## src/common/rst_seq_pkg.sv

```systemverilog
package rst_seq_pkg;
   // register map, byte addresses on the register port
   localparam logic [7:0] CHIP_CFG_OFS = 8'h00;
   localparam logic [7:0] PLL_CTL_OFS = 8'h04;
   localparam logic [7:0] RESET_CTL_OFS = 8'h08;
   localparam logic [7:0] CAUSE_OFS = 8'h0c;
   localparam logic [7:0] BOOT_CFG_OFS = 8'h10;
   // chip_cfg_reg fields
   localparam int BUSMON_EN_BIT = 0;
   localparam int BUSMON_LIMIT_LSB = 8;
   // pll_ctl_reg fields
   localparam int CLK_FAIL_EN_BIT = 0;
   localparam int UNLOCK_EN_BIT = 1;
   // reset_ctl_reg fields
   localparam int PROG_REQ_BIT = 0;
   localparam int UV_EN_BIT = 1;
   localparam int UV_RST_EN_BIT = 2;
   localparam int UV_IRQ_EN_BIT = 3;
   // reset_cause_reg fields
   localparam int UNLOCK_FLAG_BIT = 0;
   localparam int CLK_FAIL_FLAG_BIT = 1;
   localparam int PIN_FLAG_BIT = 2;
   localparam int POWERUP_FLAG_BIT = 3;
   localparam int PROG_FLAG_BIT = 5;
   localparam int UV_FLAG_BIT = 6;
   // values after reset
   localparam logic [7:0] CAUSE_RST = 8'h48;
   localparam logic [7:0] POR_CAUSE = 8'h48;
   localparam logic [7:0] UV_CAUSE = 8'h40;
   localparam logic [7:0] BUSMON_LIMIT_RST = 8'hff;
   localparam logic BUSMON_EN_RST = 1'b0;
   localparam logic [1:0] PLL_CTL_RST = 2'h0;
   localparam logic [2:0] UV_CTL_RST = 3'h3;
   // cycle counts
   localparam int RELEASE_CYCLES = 512;
   localparam logic [8:0] RELEASE_LOAD = 9'(RELEASE_CYCLES - 1);
   localparam logic [2:0] PIN_QUAL_EDGES = 3'h4;
   typedef enum logic [6:0] {
      S_INIT = 7'h01,
      S_RUN = 7'h02,
      S_SYNC = 7'h04,
      S_PIN = 7'h08,
      S_LOCK = 7'h10,
      S_COUNT = 7'h20,
      S_CFG = 7'h40
   } seq_state_t;
endpackage : rst_seq_pkg

```

## src/logic/reset_source_sequencer.sv

```systemverilog
// What this block does
// power, clock/lock loss, undervolt, stop-mode pin are async; pin and software sync.
// sync source waits for bus cycle end, then reset on next edge.
// during that wait the bus monitor is forced on and times out the cycle.
// a cycle in flight ends before reset, or is cut short by the bus monitor time-out.
// async source asserts reset at once without waiting for the bus.
// power-up holds reset until supply good and lock, then 512 more cycles.
// pin must be low four edges before the request is taken.
// pin assertion in stop mode is still taken as an external reset.
// clock loss reset when enabled in pll mode and reference or pll fails.
// lock loss reset when enabled in pll mode and the pll unlocks.
// software request bit starts a reset released after pin, lock, 512 cycles.
// sync request is latched, monitor enabled, reset asserted at cycle end.
// after pin and lock count 512 cycles, capture boot config, then release.
// qualified pin during count or lock wait returns to pin wait.
// internal async source asserts reset, waits lock, counts, captures, releases.
// lock lost during the count returns to lock wait.
// power-on or undervolt restarts the sequence from its first state.
// clock or lock loss during bus wait ends cycle, latches cause, waits pin.
// power-on sets powerup and undervolt flags, clears the other four.
// loss during bus wait sets pin/program flag together with loss flag.
// plain pin/software or plain internal sequence sets only its own flags.
// undervolt reset sets undervolt flag, clears program, pin, loss flags.
// cause flags readable anytime, writes ignored, each reset overwrites them.
// undervolt reset takes priority over the undervolt interrupt.
// pin passes a two-flop synchroniser before its edges are counted.
// release count is exact 512, reloaded on each return to lock or pin wait.
`timescale 1ns/1ps
module reset_source_sequencer
   import rst_seq_pkg::*;
(
   // clock and reset
   input wire logic ref_clk,
   input wire logic arst_n,
   // register port
   input wire logic [7:0] reg_addr,
   input wire logic [31:0] reg_wdata,
   input wire logic reg_wr,
   input wire logic reg_rd,
   output logic [31:0] reg_rdata,
   // supply and pll status
   input wire logic power_ok,
   input wire logic undervolt_det,
   input wire logic pll_mode,
   input wire logic pll_locked,
   input wire logic pll_ref_fail,
   input wire logic pll_fail,
   input wire logic stop_mode,
   // reset and configuration pins
   input wire logic pin_reset_in_n,
   input wire logic boot_cfg_sel_n,
   output logic reset_out_n,
   output logic boot_cfg_level,
   // bus monitor
   input wire logic bus_cycle_active,
   input wire logic bus_cycle_done,
   output logic busmon_force,
   output logic busmon_term,
   // undervolt interrupt request
   output logic undervolt_irq_req
);
   ////////////////////////////////////////////////////////////////////////////
   // reset release
   logic rst_meta_reg;
   logic rst_n;
   always_ff @(posedge ref_clk or negedge arst_n) begin
      if (!arst_n) begin
         rst_meta_reg <= 1'b0;
         rst_n <= 1'b0;
      end else begin
         rst_meta_reg <= 1'b1;
         rst_n <= rst_meta_reg;
      end
   end

   ////////////////////////////////////////////////////////////////////////////
   // pin synchroniser and qualifier
   logic pin_meta_reg;
   logic pin_s2_reg;
   logic [2:0] pin_cnt_reg;
   logic [2:0] pin_cnt_next;
   logic pin_qual;
   always_comb begin
      pin_cnt_next = pin_cnt_reg;
      if (pin_s2_reg) begin
         pin_cnt_next = 3'h0;
      end else if (pin_cnt_reg != PIN_QUAL_EDGES) begin
         pin_cnt_next = pin_cnt_reg + 3'h1;
      end
   end
   always_ff @(posedge ref_clk or negedge rst_n) begin
      if (!rst_n) begin
         pin_meta_reg <= 1'b1;
         pin_s2_reg <= 1'b1;
         pin_cnt_reg <= 3'h0;
      end else begin
         pin_meta_reg <= pin_reset_in_n;
         pin_s2_reg <= pin_meta_reg;
         pin_cnt_reg <= pin_cnt_next;
      end
   end
   assign pin_qual = (pin_cnt_reg == PIN_QUAL_EDGES);

   ////////////////////////////////////////////////////////////////////////////
   // registers
   logic busmon_en_reg;
   logic busmon_en_next;
   logic [7:0] busmon_limit_reg;
   logic [7:0] busmon_limit_next;
   logic clk_fail_reset_en_reg;
   logic clk_fail_reset_en_next;
   logic unlock_reset_en_reg;
   logic unlock_reset_en_next;
   logic [2:0] uv_ctl_reg;
   logic [2:0] uv_ctl_next;
   logic prog_pend_reg;
   logic prog_pend_next;
   logic [31:0] rdata_next;
   logic [7:0] cause_reg;
   logic prog_take;
   logic cfg_level_reg;
   seq_state_t st_reg;

   always_comb begin
      busmon_en_next = busmon_en_reg;
      busmon_limit_next = busmon_limit_reg;
      clk_fail_reset_en_next = clk_fail_reset_en_reg;
      unlock_reset_en_next = unlock_reset_en_reg;
      uv_ctl_next = uv_ctl_reg;
      // set wins over the clear by the sequencer
      prog_pend_next = prog_pend_reg & ~prog_take;
      rdata_next = 32'h0;
      if (reg_wr) begin
         unique case (reg_addr)
            CHIP_CFG_OFS: begin
               busmon_en_next = reg_wdata[BUSMON_EN_BIT];
               busmon_limit_next = reg_wdata[BUSMON_LIMIT_LSB +: 8];
            end
            PLL_CTL_OFS: begin
               clk_fail_reset_en_next = reg_wdata[CLK_FAIL_EN_BIT];
               unlock_reset_en_next = reg_wdata[UNLOCK_EN_BIT];
            end
            RESET_CTL_OFS: begin
               uv_ctl_next = reg_wdata[UV_IRQ_EN_BIT:UV_EN_BIT];
               if (reg_wdata[PROG_REQ_BIT]) begin
                  prog_pend_next = 1'b1;
               end
            end
            default: begin
            end
         endcase
      end
      if (reg_rd) begin
         unique case (reg_addr)
            CHIP_CFG_OFS: begin
               rdata_next[BUSMON_EN_BIT] = busmon_en_reg;
               rdata_next[BUSMON_LIMIT_LSB +: 8] = busmon_limit_reg;
            end
            PLL_CTL_OFS: begin
               rdata_next[CLK_FAIL_EN_BIT] = clk_fail_reset_en_reg;
               rdata_next[UNLOCK_EN_BIT] = unlock_reset_en_reg;
            end
            RESET_CTL_OFS: begin
               rdata_next[PROG_REQ_BIT] = prog_pend_reg;
               rdata_next[UV_IRQ_EN_BIT:UV_EN_BIT] = uv_ctl_reg;
            end
            CAUSE_OFS: rdata_next[7:0] = cause_reg;
            BOOT_CFG_OFS: begin
               rdata_next[0] = cfg_level_reg;
               rdata_next[14:8] = st_reg;
            end
            default: begin
            end
         endcase
      end
   end

   always_ff @(posedge ref_clk or negedge rst_n) begin
      if (!rst_n) begin
         busmon_en_reg <= BUSMON_EN_RST;
         busmon_limit_reg <= BUSMON_LIMIT_RST;
         clk_fail_reset_en_reg <= PLL_CTL_RST[CLK_FAIL_EN_BIT];
         unlock_reset_en_reg <= PLL_CTL_RST[UNLOCK_EN_BIT];
         uv_ctl_reg <= UV_CTL_RST;
         prog_pend_reg <= 1'b0;
         reg_rdata <= 32'h0;
      end else begin
         busmon_en_reg <= busmon_en_next;
         busmon_limit_reg <= busmon_limit_next;
         clk_fail_reset_en_reg <= clk_fail_reset_en_next;
         unlock_reset_en_reg <= unlock_reset_en_next;
         uv_ctl_reg <= uv_ctl_next;
         prog_pend_reg <= prog_pend_next;
         reg_rdata <= rdata_next;
      end
   end

   ////////////////////////////////////////////////////////////////////////////
   // source classification
   logic uv_rst;
   logic por_evt;
   logic clk_loss;
   logic lock_loss;
   logic any_loss;
   logic locked_ok;
   assign uv_rst = undervolt_det & uv_ctl_reg[0] & uv_ctl_reg[1];
   assign por_evt = ~power_ok | uv_rst;
   assign clk_loss = pll_mode & clk_fail_reset_en_reg & (pll_ref_fail | pll_fail);
   assign lock_loss = pll_mode & unlock_reset_en_reg & ~pll_locked;
   assign any_loss = clk_loss | lock_loss;
   assign locked_ok = ~pll_mode | pll_locked;
   assign undervolt_irq_req = undervolt_det & uv_ctl_reg[0] & uv_ctl_reg[2] & ~uv_rst;

   ////////////////////////////////////////////////////////////////////////////
   // bus monitor
   logic [7:0] bm_cnt_reg;
   logic [7:0] bm_cnt_next;
   logic bm_run;
   logic bm_to;
   logic term_reg;
   logic term_next;
   assign bm_run = (busmon_en_reg | (st_reg == S_SYNC)) & bus_cycle_active & ~bus_cycle_done;
   assign bm_to = bm_run & (bm_cnt_reg == busmon_limit_reg);
   assign bm_cnt_next = (bm_run & ~bm_to) ? bm_cnt_reg + 8'h1 : 8'h0;
   assign term_next = bm_to | ((st_reg == S_SYNC) & any_loss & ~por_evt);
   always_ff @(posedge ref_clk or negedge rst_n) begin
      if (!rst_n) begin
         bm_cnt_reg <= 8'h0;
         term_reg <= 1'b0;
      end else begin
         bm_cnt_reg <= bm_cnt_next;
         term_reg <= term_next;
      end
   end
   assign busmon_term = term_reg;
   assign busmon_force = (st_reg == S_SYNC);

   ////////////////////////////////////////////////////////////////////////////
   // sequencer
   seq_state_t st_next;
   logic [8:0] cnt_reg;
   logic [8:0] cnt_next;
   logic [7:0] cause_next;
   logic [1:0] pend_reg;
   logic [1:0] pend_next;
   logic cfg_level_next;
   logic rout_reg;
   logic rout_next;
   logic bus_end;
   assign bus_end = ~bus_cycle_active | bus_cycle_done | bm_to;

   always_comb begin
      st_next = st_reg;
      cnt_next = cnt_reg;
      cause_next = cause_reg;
      pend_next = pend_reg;
      cfg_level_next = cfg_level_reg;
      prog_take = 1'b0;
      if (por_evt) begin
         st_next = S_INIT;
         cause_next = power_ok ? UV_CAUSE : POR_CAUSE;
      end else begin
         unique case (st_reg)
            S_INIT: st_next = S_LOCK;
            S_RUN: begin
               if (any_loss | (pin_qual & stop_mode)) begin
                  st_next = (pin_qual & stop_mode) ? S_PIN : S_LOCK;
                  cause_next = 8'h0;
                  cause_next[PIN_FLAG_BIT] = pin_qual;
                  cause_next[PROG_FLAG_BIT] = prog_pend_reg;
                  cause_next[CLK_FAIL_FLAG_BIT] = clk_loss;
                  cause_next[UNLOCK_FLAG_BIT] = lock_loss;
                  prog_take = 1'b1;
               end else if (pin_qual | prog_pend_reg) begin
                  st_next = S_SYNC;
                  pend_next = {pin_qual, prog_pend_reg};
                  prog_take = 1'b1;
               end
            end
            S_SYNC: begin
               pend_next = pend_reg | {pin_qual, prog_pend_reg};
               prog_take = 1'b1;
               if (any_loss | bus_end) begin
                  st_next = S_PIN;
                  cause_next = 8'h0;
                  cause_next[PIN_FLAG_BIT] = pend_next[1];
                  cause_next[PROG_FLAG_BIT] = pend_next[0];
                  cause_next[CLK_FAIL_FLAG_BIT] = clk_loss;
                  cause_next[UNLOCK_FLAG_BIT] = lock_loss;
               end
            end
            S_PIN: begin
               if (pin_s2_reg) begin
                  st_next = S_LOCK;
               end
            end
            S_LOCK: begin
               if (pin_qual) begin
                  st_next = S_PIN;
               end else if (locked_ok) begin
                  st_next = S_COUNT;
               end
            end
            S_COUNT: begin
               if (pin_qual) begin
                  st_next = S_PIN;
               end else if (~locked_ok) begin
                  st_next = S_LOCK;
               end else if (cnt_reg == 9'h0) begin
                  st_next = S_CFG;
               end else begin
                  cnt_next = cnt_reg - 9'h1;
               end
            end
            S_CFG: begin
               cfg_level_next = boot_cfg_sel_n;
               st_next = S_RUN;
            end
         endcase
      end
      if (st_next == S_LOCK || st_next == S_PIN || st_next == S_INIT) begin
         cnt_next = RELEASE_LOAD;
      end
      rout_next = (st_next == S_RUN) || (st_next == S_SYNC);
   end

   always_ff @(posedge ref_clk or negedge rst_n) begin
      if (!rst_n) begin
         st_reg <= S_INIT;
         cnt_reg <= RELEASE_LOAD;
         cause_reg <= CAUSE_RST;
         pend_reg <= 2'h0;
         cfg_level_reg <= 1'b1;
         rout_reg <= 1'b0;
      end else begin
         st_reg <= st_next;
         cnt_reg <= cnt_next;
         cause_reg <= cause_next;
         pend_reg <= pend_next;
         cfg_level_reg <= cfg_level_next;
         rout_reg <= rout_next;
      end
   end
   assign reset_out_n = rout_reg;
   assign boot_cfg_level = cfg_level_reg;

   ////////////////////////////////////////////////////////////////////////////
   // checks
   a_async_immediate: assert property (@(posedge ref_clk) disable iff (!rst_n)
      (st_reg == S_RUN && any_loss && !por_evt) |=> !reset_out_n && st_reg == S_LOCK)
      else $error("async source did not assert reset at once");
   a_sync_waits_bus: assert property (@(posedge ref_clk) disable iff (!rst_n)
      (st_reg == S_SYNC && !bus_end && !any_loss && !por_evt) |=> reset_out_n)
      else $error("sync reset asserted before bus cycle ended");
   a_monitor_forced: assert property (@(posedge ref_clk) disable iff (!rst_n)
      (st_reg == S_SYNC && bus_cycle_active && !bus_cycle_done
       && bm_cnt_reg == busmon_limit_reg) |=> busmon_term)
      else $error("bus monitor did not end the cycle in sync wait");
   a_pin_qualify: assert property (@(posedge ref_clk) disable iff (!rst_n)
      pin_qual |-> !$past(pin_s2_reg, 1) && !$past(pin_s2_reg, 2)
                   && !$past(pin_s2_reg, 3) && !$past(pin_s2_reg, 4))
      else $error("pin taken before four low edges");
   a_count_end: assert property (@(posedge ref_clk) disable iff (!rst_n)
      $rose(st_reg == S_CFG) |-> $past(cnt_reg) == 9'h0 && $past(st_reg) == S_COUNT
      ##1 reset_out_n && boot_cfg_level == $past(boot_cfg_sel_n))
      else $error("release without full count or config capture");
   a_count_reload: assert property (@(posedge ref_clk) disable iff (!rst_n)
      (st_reg == S_LOCK) ##1 (st_reg == S_COUNT) |-> cnt_reg == RELEASE_LOAD)
      else $error("release counter not reloaded");
   a_pin_restart: assert property (@(posedge ref_clk) disable iff (!rst_n)
      ((st_reg == S_COUNT || st_reg == S_LOCK) && pin_qual && !por_evt) |=> st_reg == S_PIN)
      else $error("qualified pin did not return to pin wait");
   a_lock_lost: assert property (@(posedge ref_clk) disable iff (!rst_n)
      (st_reg == S_COUNT && !locked_ok && !pin_qual && !por_evt) |=> st_reg == S_LOCK)
      else $error("lock loss during count not handled");
   a_power_restart: assert property (@(posedge ref_clk) disable iff (!rst_n)
      por_evt |=> st_reg == S_INIT && !reset_out_n)
      else $error("power event did not restart sequence");
   a_por_flags: assert property (@(posedge ref_clk) disable iff (!rst_n)
      !power_ok |=> cause_reg == POR_CAUSE)
      else $error("power-on cause flags wrong");
   a_uv_flags: assert property (@(posedge ref_clk) disable iff (!rst_n)
      (power_ok && uv_rst) |=> cause_reg == UV_CAUSE)
      else $error("undervolt cause flags wrong");
   a_loss_in_wait: assert property (@(posedge ref_clk) disable iff (!rst_n)
      (st_reg == S_SYNC && clk_loss && pend_reg != 2'h0 && !por_evt)
      |=> (!$past(pend_reg[1]) || cause_reg[PIN_FLAG_BIT])
          && (!$past(pend_reg[0]) || cause_reg[PROG_FLAG_BIT])
          && cause_reg[CLK_FAIL_FLAG_BIT] && st_reg == S_PIN)
      else $error("loss during bus wait flags wrong");
   a_uv_priority: assert property (@(posedge ref_clk) disable iff (!rst_n)
      uv_rst |-> !undervolt_irq_req)
      else $error("undervolt interrupt raised while reset enabled");
endmodule : reset_source_sequencer

```

## config.mk

```make
export PLATFORM = sky130hd
export DESIGN_NAME = reset_source_sequencer
export DESIGN_NICKNAME = d
export VERILOG_FILES = /design/src/common/rst_seq_pkg.sv /design/src/logic/reset_source_sequencer.sv
export SDC_FILE = /design/constraint.sdc
export NUM_CORES = 1
export LEC_CHECK = 0
export BUFFER_PORTS_ARGS = -buffer_cell sky130_fd_sc_hd__buf_4
export CORE_MARGIN = 1
export CORE_UTILIZATION = 47
export CTS_CLUSTER_DIAMETER = 40
export CTS_CLUSTER_SIZE = 10
export DETAILED_ROUTE_END_ITERATION = 10
export GPL_TIMING_DRIVEN = 1
export HOLD_SLACK_MARGIN = 0.08
export PLACE_DENSITY_LB_ADDON = 0.25
export RECOVER_POWER = 25
export SLEW_MARGIN = 20
export SYNTH_ARGS = -nofsm -noshare
export SYNTH_HDL_FRONTEND = slang
export SYNTH_SLANG_ARGS = --single-unit
export TNS_END_PERCENT = 10
```

## constraint.sdc

```tcl
create_clock -name ref_clk -period 2.03 [get_ports ref_clk]
set_input_delay 0.203 -clock ref_clk [delete_from_list [all_inputs] [get_ports ref_clk]]
set_output_delay 0.203 -clock ref_clk [all_outputs]
set_load 0.01 [all_outputs]
```

==> metrics <==
hold crit path type in2reg; CTS tree built; first-pass iteration count of the detailed router 4; residual DRC count 0; ys async rst share 1.00; CP Launch Type register; Final Cell Area 4710 sq um; hold depth 2; Final min period 2010 ps; fin crit share 0.988; final slew viol count 0; TritonCTS Sinks 71; sequential standard cell area 1810 sq um; die width 90.3 um; row cnt 31; initial drt markers 130; met1 usage 0.254; first-pass GRT wire length approximately 13000 um; Layout Skew 15.0 ps; synthesized area per cell 10.8 sq um; CP max FO 6; die area 8160 sq um; share of cells above drive strength 1 0.390; final hold viol count 0; Yosys top cell area share 0.314; clock latency at the later pin of the worst-skew pair 350 ps; Peak VDD IR about 400 uV; final RePlAce weighted congestion 0.869; capture point of the worst reg-to-reg path pend_reg[1]$_DFFE_PN0P_; area occupied by multi-input gates ~1800 sq um; Setup WS post-layout ~24 ps; flip-flop count of the largest register after layout 14; Synth Flop Type dfrtp_1; WHS Endpoint busmon_limit_reg[5]$_DFFE_PN1P_; grt ovf 0; Synth cell types 59; hold path start reg_wdata[13]; Setup Crit Path Kind reg2reg; critical path arrival 2240 ps; I/O pin total 92; DR WL/cell 15.2 um; crit path cell chain nor4_4, nor3b_4, a21oi_2, or2_0, buf_4, o31ai_1; Clock Tree Buf Depth 2; clock edge transition at the registers on the reported setup and hold paths 80 ps; Area Overhead vs Synth 28.3%; leakage power 2.08 nW; CP required between 2000 and 2500 ps; via count of the routed design 2910; cell area after synthesis 3670 sq um; dominant cells by area after synthesis dfrtp_1, dfstp_2, mux2_2; area leader, netlist dfrtp_1; # port buffers 53; Worst slew margin 0.0294; slew of the pin with the lowest slew margin about 1500 ps; most frequent cells after synthesis dfrtp_1, nor2_1, dfstp_2, buf_4, nand3_1; busiest grt layer met2; worst slack, placed -31.8 ps; initial core utilization 0.495; vias per inst 5.36; gr usage total 0.208; power density over cell area a little over 600 nW/um^2; final setup fails 0; Reg2Reg Setup Slack ~24 ps; Layout Nets 499; Synth Instances 341; die height 90.3 um; fillers 600; detailed placement HPWL 5780 um; met2 global-route usage 0.352; pin count of the biggest net entering global routing 70; beginning of the worst register-to-register path st_reg[5]$_DFF_PN0_; initial antenna violation count 0; remaining antenna violation count 0; worst-case reg-to-reg path depth 6; Buf/Inv on CP 1; crit path capture type register; Seq/Total Area, Yosys 0.493; GRT met3 Usage 0.0488; outcome finished, final reports clean; cell with the largest stage delay on the worst path dfrtp_1; placed cell areas 4310 sq um; RSZ-0062 raised after global routing yes; crit-path leading delay family simple AND/OR/NAND/NOR gates; max_cap viols 0; #FFs+latches synth 71; core area 7410 sq um; Num CTS Buffers 9; vias in the first global route 2882; slowest stage delay, CP 410 ps; f_max 499 MHz; Post-synth EDFFs 0; Routed WL about 8300 um; synth warn 0; count leader, synth dfrtp_1; ANT cells 0; clock root buffer clkbuf_8; H-tree Lvls 3
-- layout make-up --
cell class	count	share of cell area
timing repair buffer	96	0.158
sequential	71	0.384
multi-input combinational	251	0.381
clock inverter	6	0.0149
clock buffer	10	0.0271
tap	99	0.0263
inverter	10	0.00797
-- repair_timing --
action                                  4_1_cts  5_1_grt
hold endpoints to repair                     12        0
gates resized for setup                       1       16
hold buffers                                 11        0
pin swaps                                     0        7
endpoints found under the setup margin        5       17
cloned                                        0        1
buffers inserted                              0        3
-- metrics by stage --
step | std cells | util | hold WS (ps) | TNS (ps) | power (W)
after floorplan | 358 | - | -92.6 | 0 | 0.00170
after global placement | 513 | 0.582 | -13.9 | 0 | 0.00181
after detailed placement | 513 | 0.582 | -13.5 | -31.8 | 0.00182
after CTS | 540 | 0.624 | 80.6 | 0 | 0.00295
after global routing | 543 | 0.635 | 80.2 | -161 | 0.00306
final | 543 | 0.635 | 95.2 | 0 | 0.00293
-- where the power goes --
group / leakage (nW) / switching (W) / total, W / internal [W]
combinational: 1.10 / 0.000169 / 0.000325 / 0.000156
clock: 0.0891 / 0.000546 / 0.00112 / 0.000574
sequential: 0.893 / 0.0000307 / 0.00149 / 0.00146
-- worst max path at each step --
| stage | start | endpoint | slack, ps | cells past startpoint |
|---|---|---|---|---|
| global placement | st_reg[0]$_DFF_PN1_ | cnt_reg[1]$_DFFE_PN1P_ | 6 | 6 |
| detailed placement | st_reg[0]$_DFF_PN1_ | cnt_reg[1]$_DFFE_PN1P_ | -30 | 6 |
| floorplan | st_reg[5]$_DFF_PN0_ | cause_reg[0]$_DFFE_PN0P_ | 170 | 6 |
| CTS | cnt_reg[4]$_DFFE_PN1P_ | st_reg[6]$_DFF_PN0_ | 3 | 5 |
| global route | st_reg[5]$_DFF_PN0_ | pend_reg[1]$_DFFE_PN0P_ | -60 | 6 |
| finish | st_reg[5]$_DFF_PN0_ | pend_reg[1]$_DFFE_PN0P_ | 20 | 6 |
-- cells by family after synthesis --
logic type | Yosys count | synth area share
compound gates | 50 | 0.103
other cells | 2 | 0.00205
xor+xnor | 26 | 0.0621
buf+inv | 37 | 0.0600
flops | 71 | 0.493
fa+ha+maj | 5 | 0.0171
simple gates | 131 | 0.203
mux | 19 | 0.0607
-- per-layer routing --
metal | routed length, um | part of all wire
met2 | 4110 | 0.50
met1 | 3510 | 0.42
met4 | 150 | 0.018
met5 | 0 | 0
met3 | 496 | 0.060
-- layout by cell type (no fill, tap or decap), types with 4 or more instances in the layout --
master,synthesis,layout
a21oi_1,13,12
nor2b_1,4,4
xnor2_1,18,18
inv_1,10,10
o21ai_0,6,5
nor4_2,0,5
mux2_2,16,16
nor3_2,4,4
dfrtp_1,46,45
nor2_1,31,31
buf_4,20,81
and2_1,5,6
clkbuf_8,0,9
dlygate4sd3_1,0,11
nand2_1,15,15
xor2_1,8,8
nand4_1,8,8
conb_1,2,19
ha_1,5,4
nor3_1,5,5
a22o_1,9,9
nand3_1,20,20
o211ai_1,4,4
and3_1,5,5
dfstp_2,25,25
(Power assumes the default switching activity.)
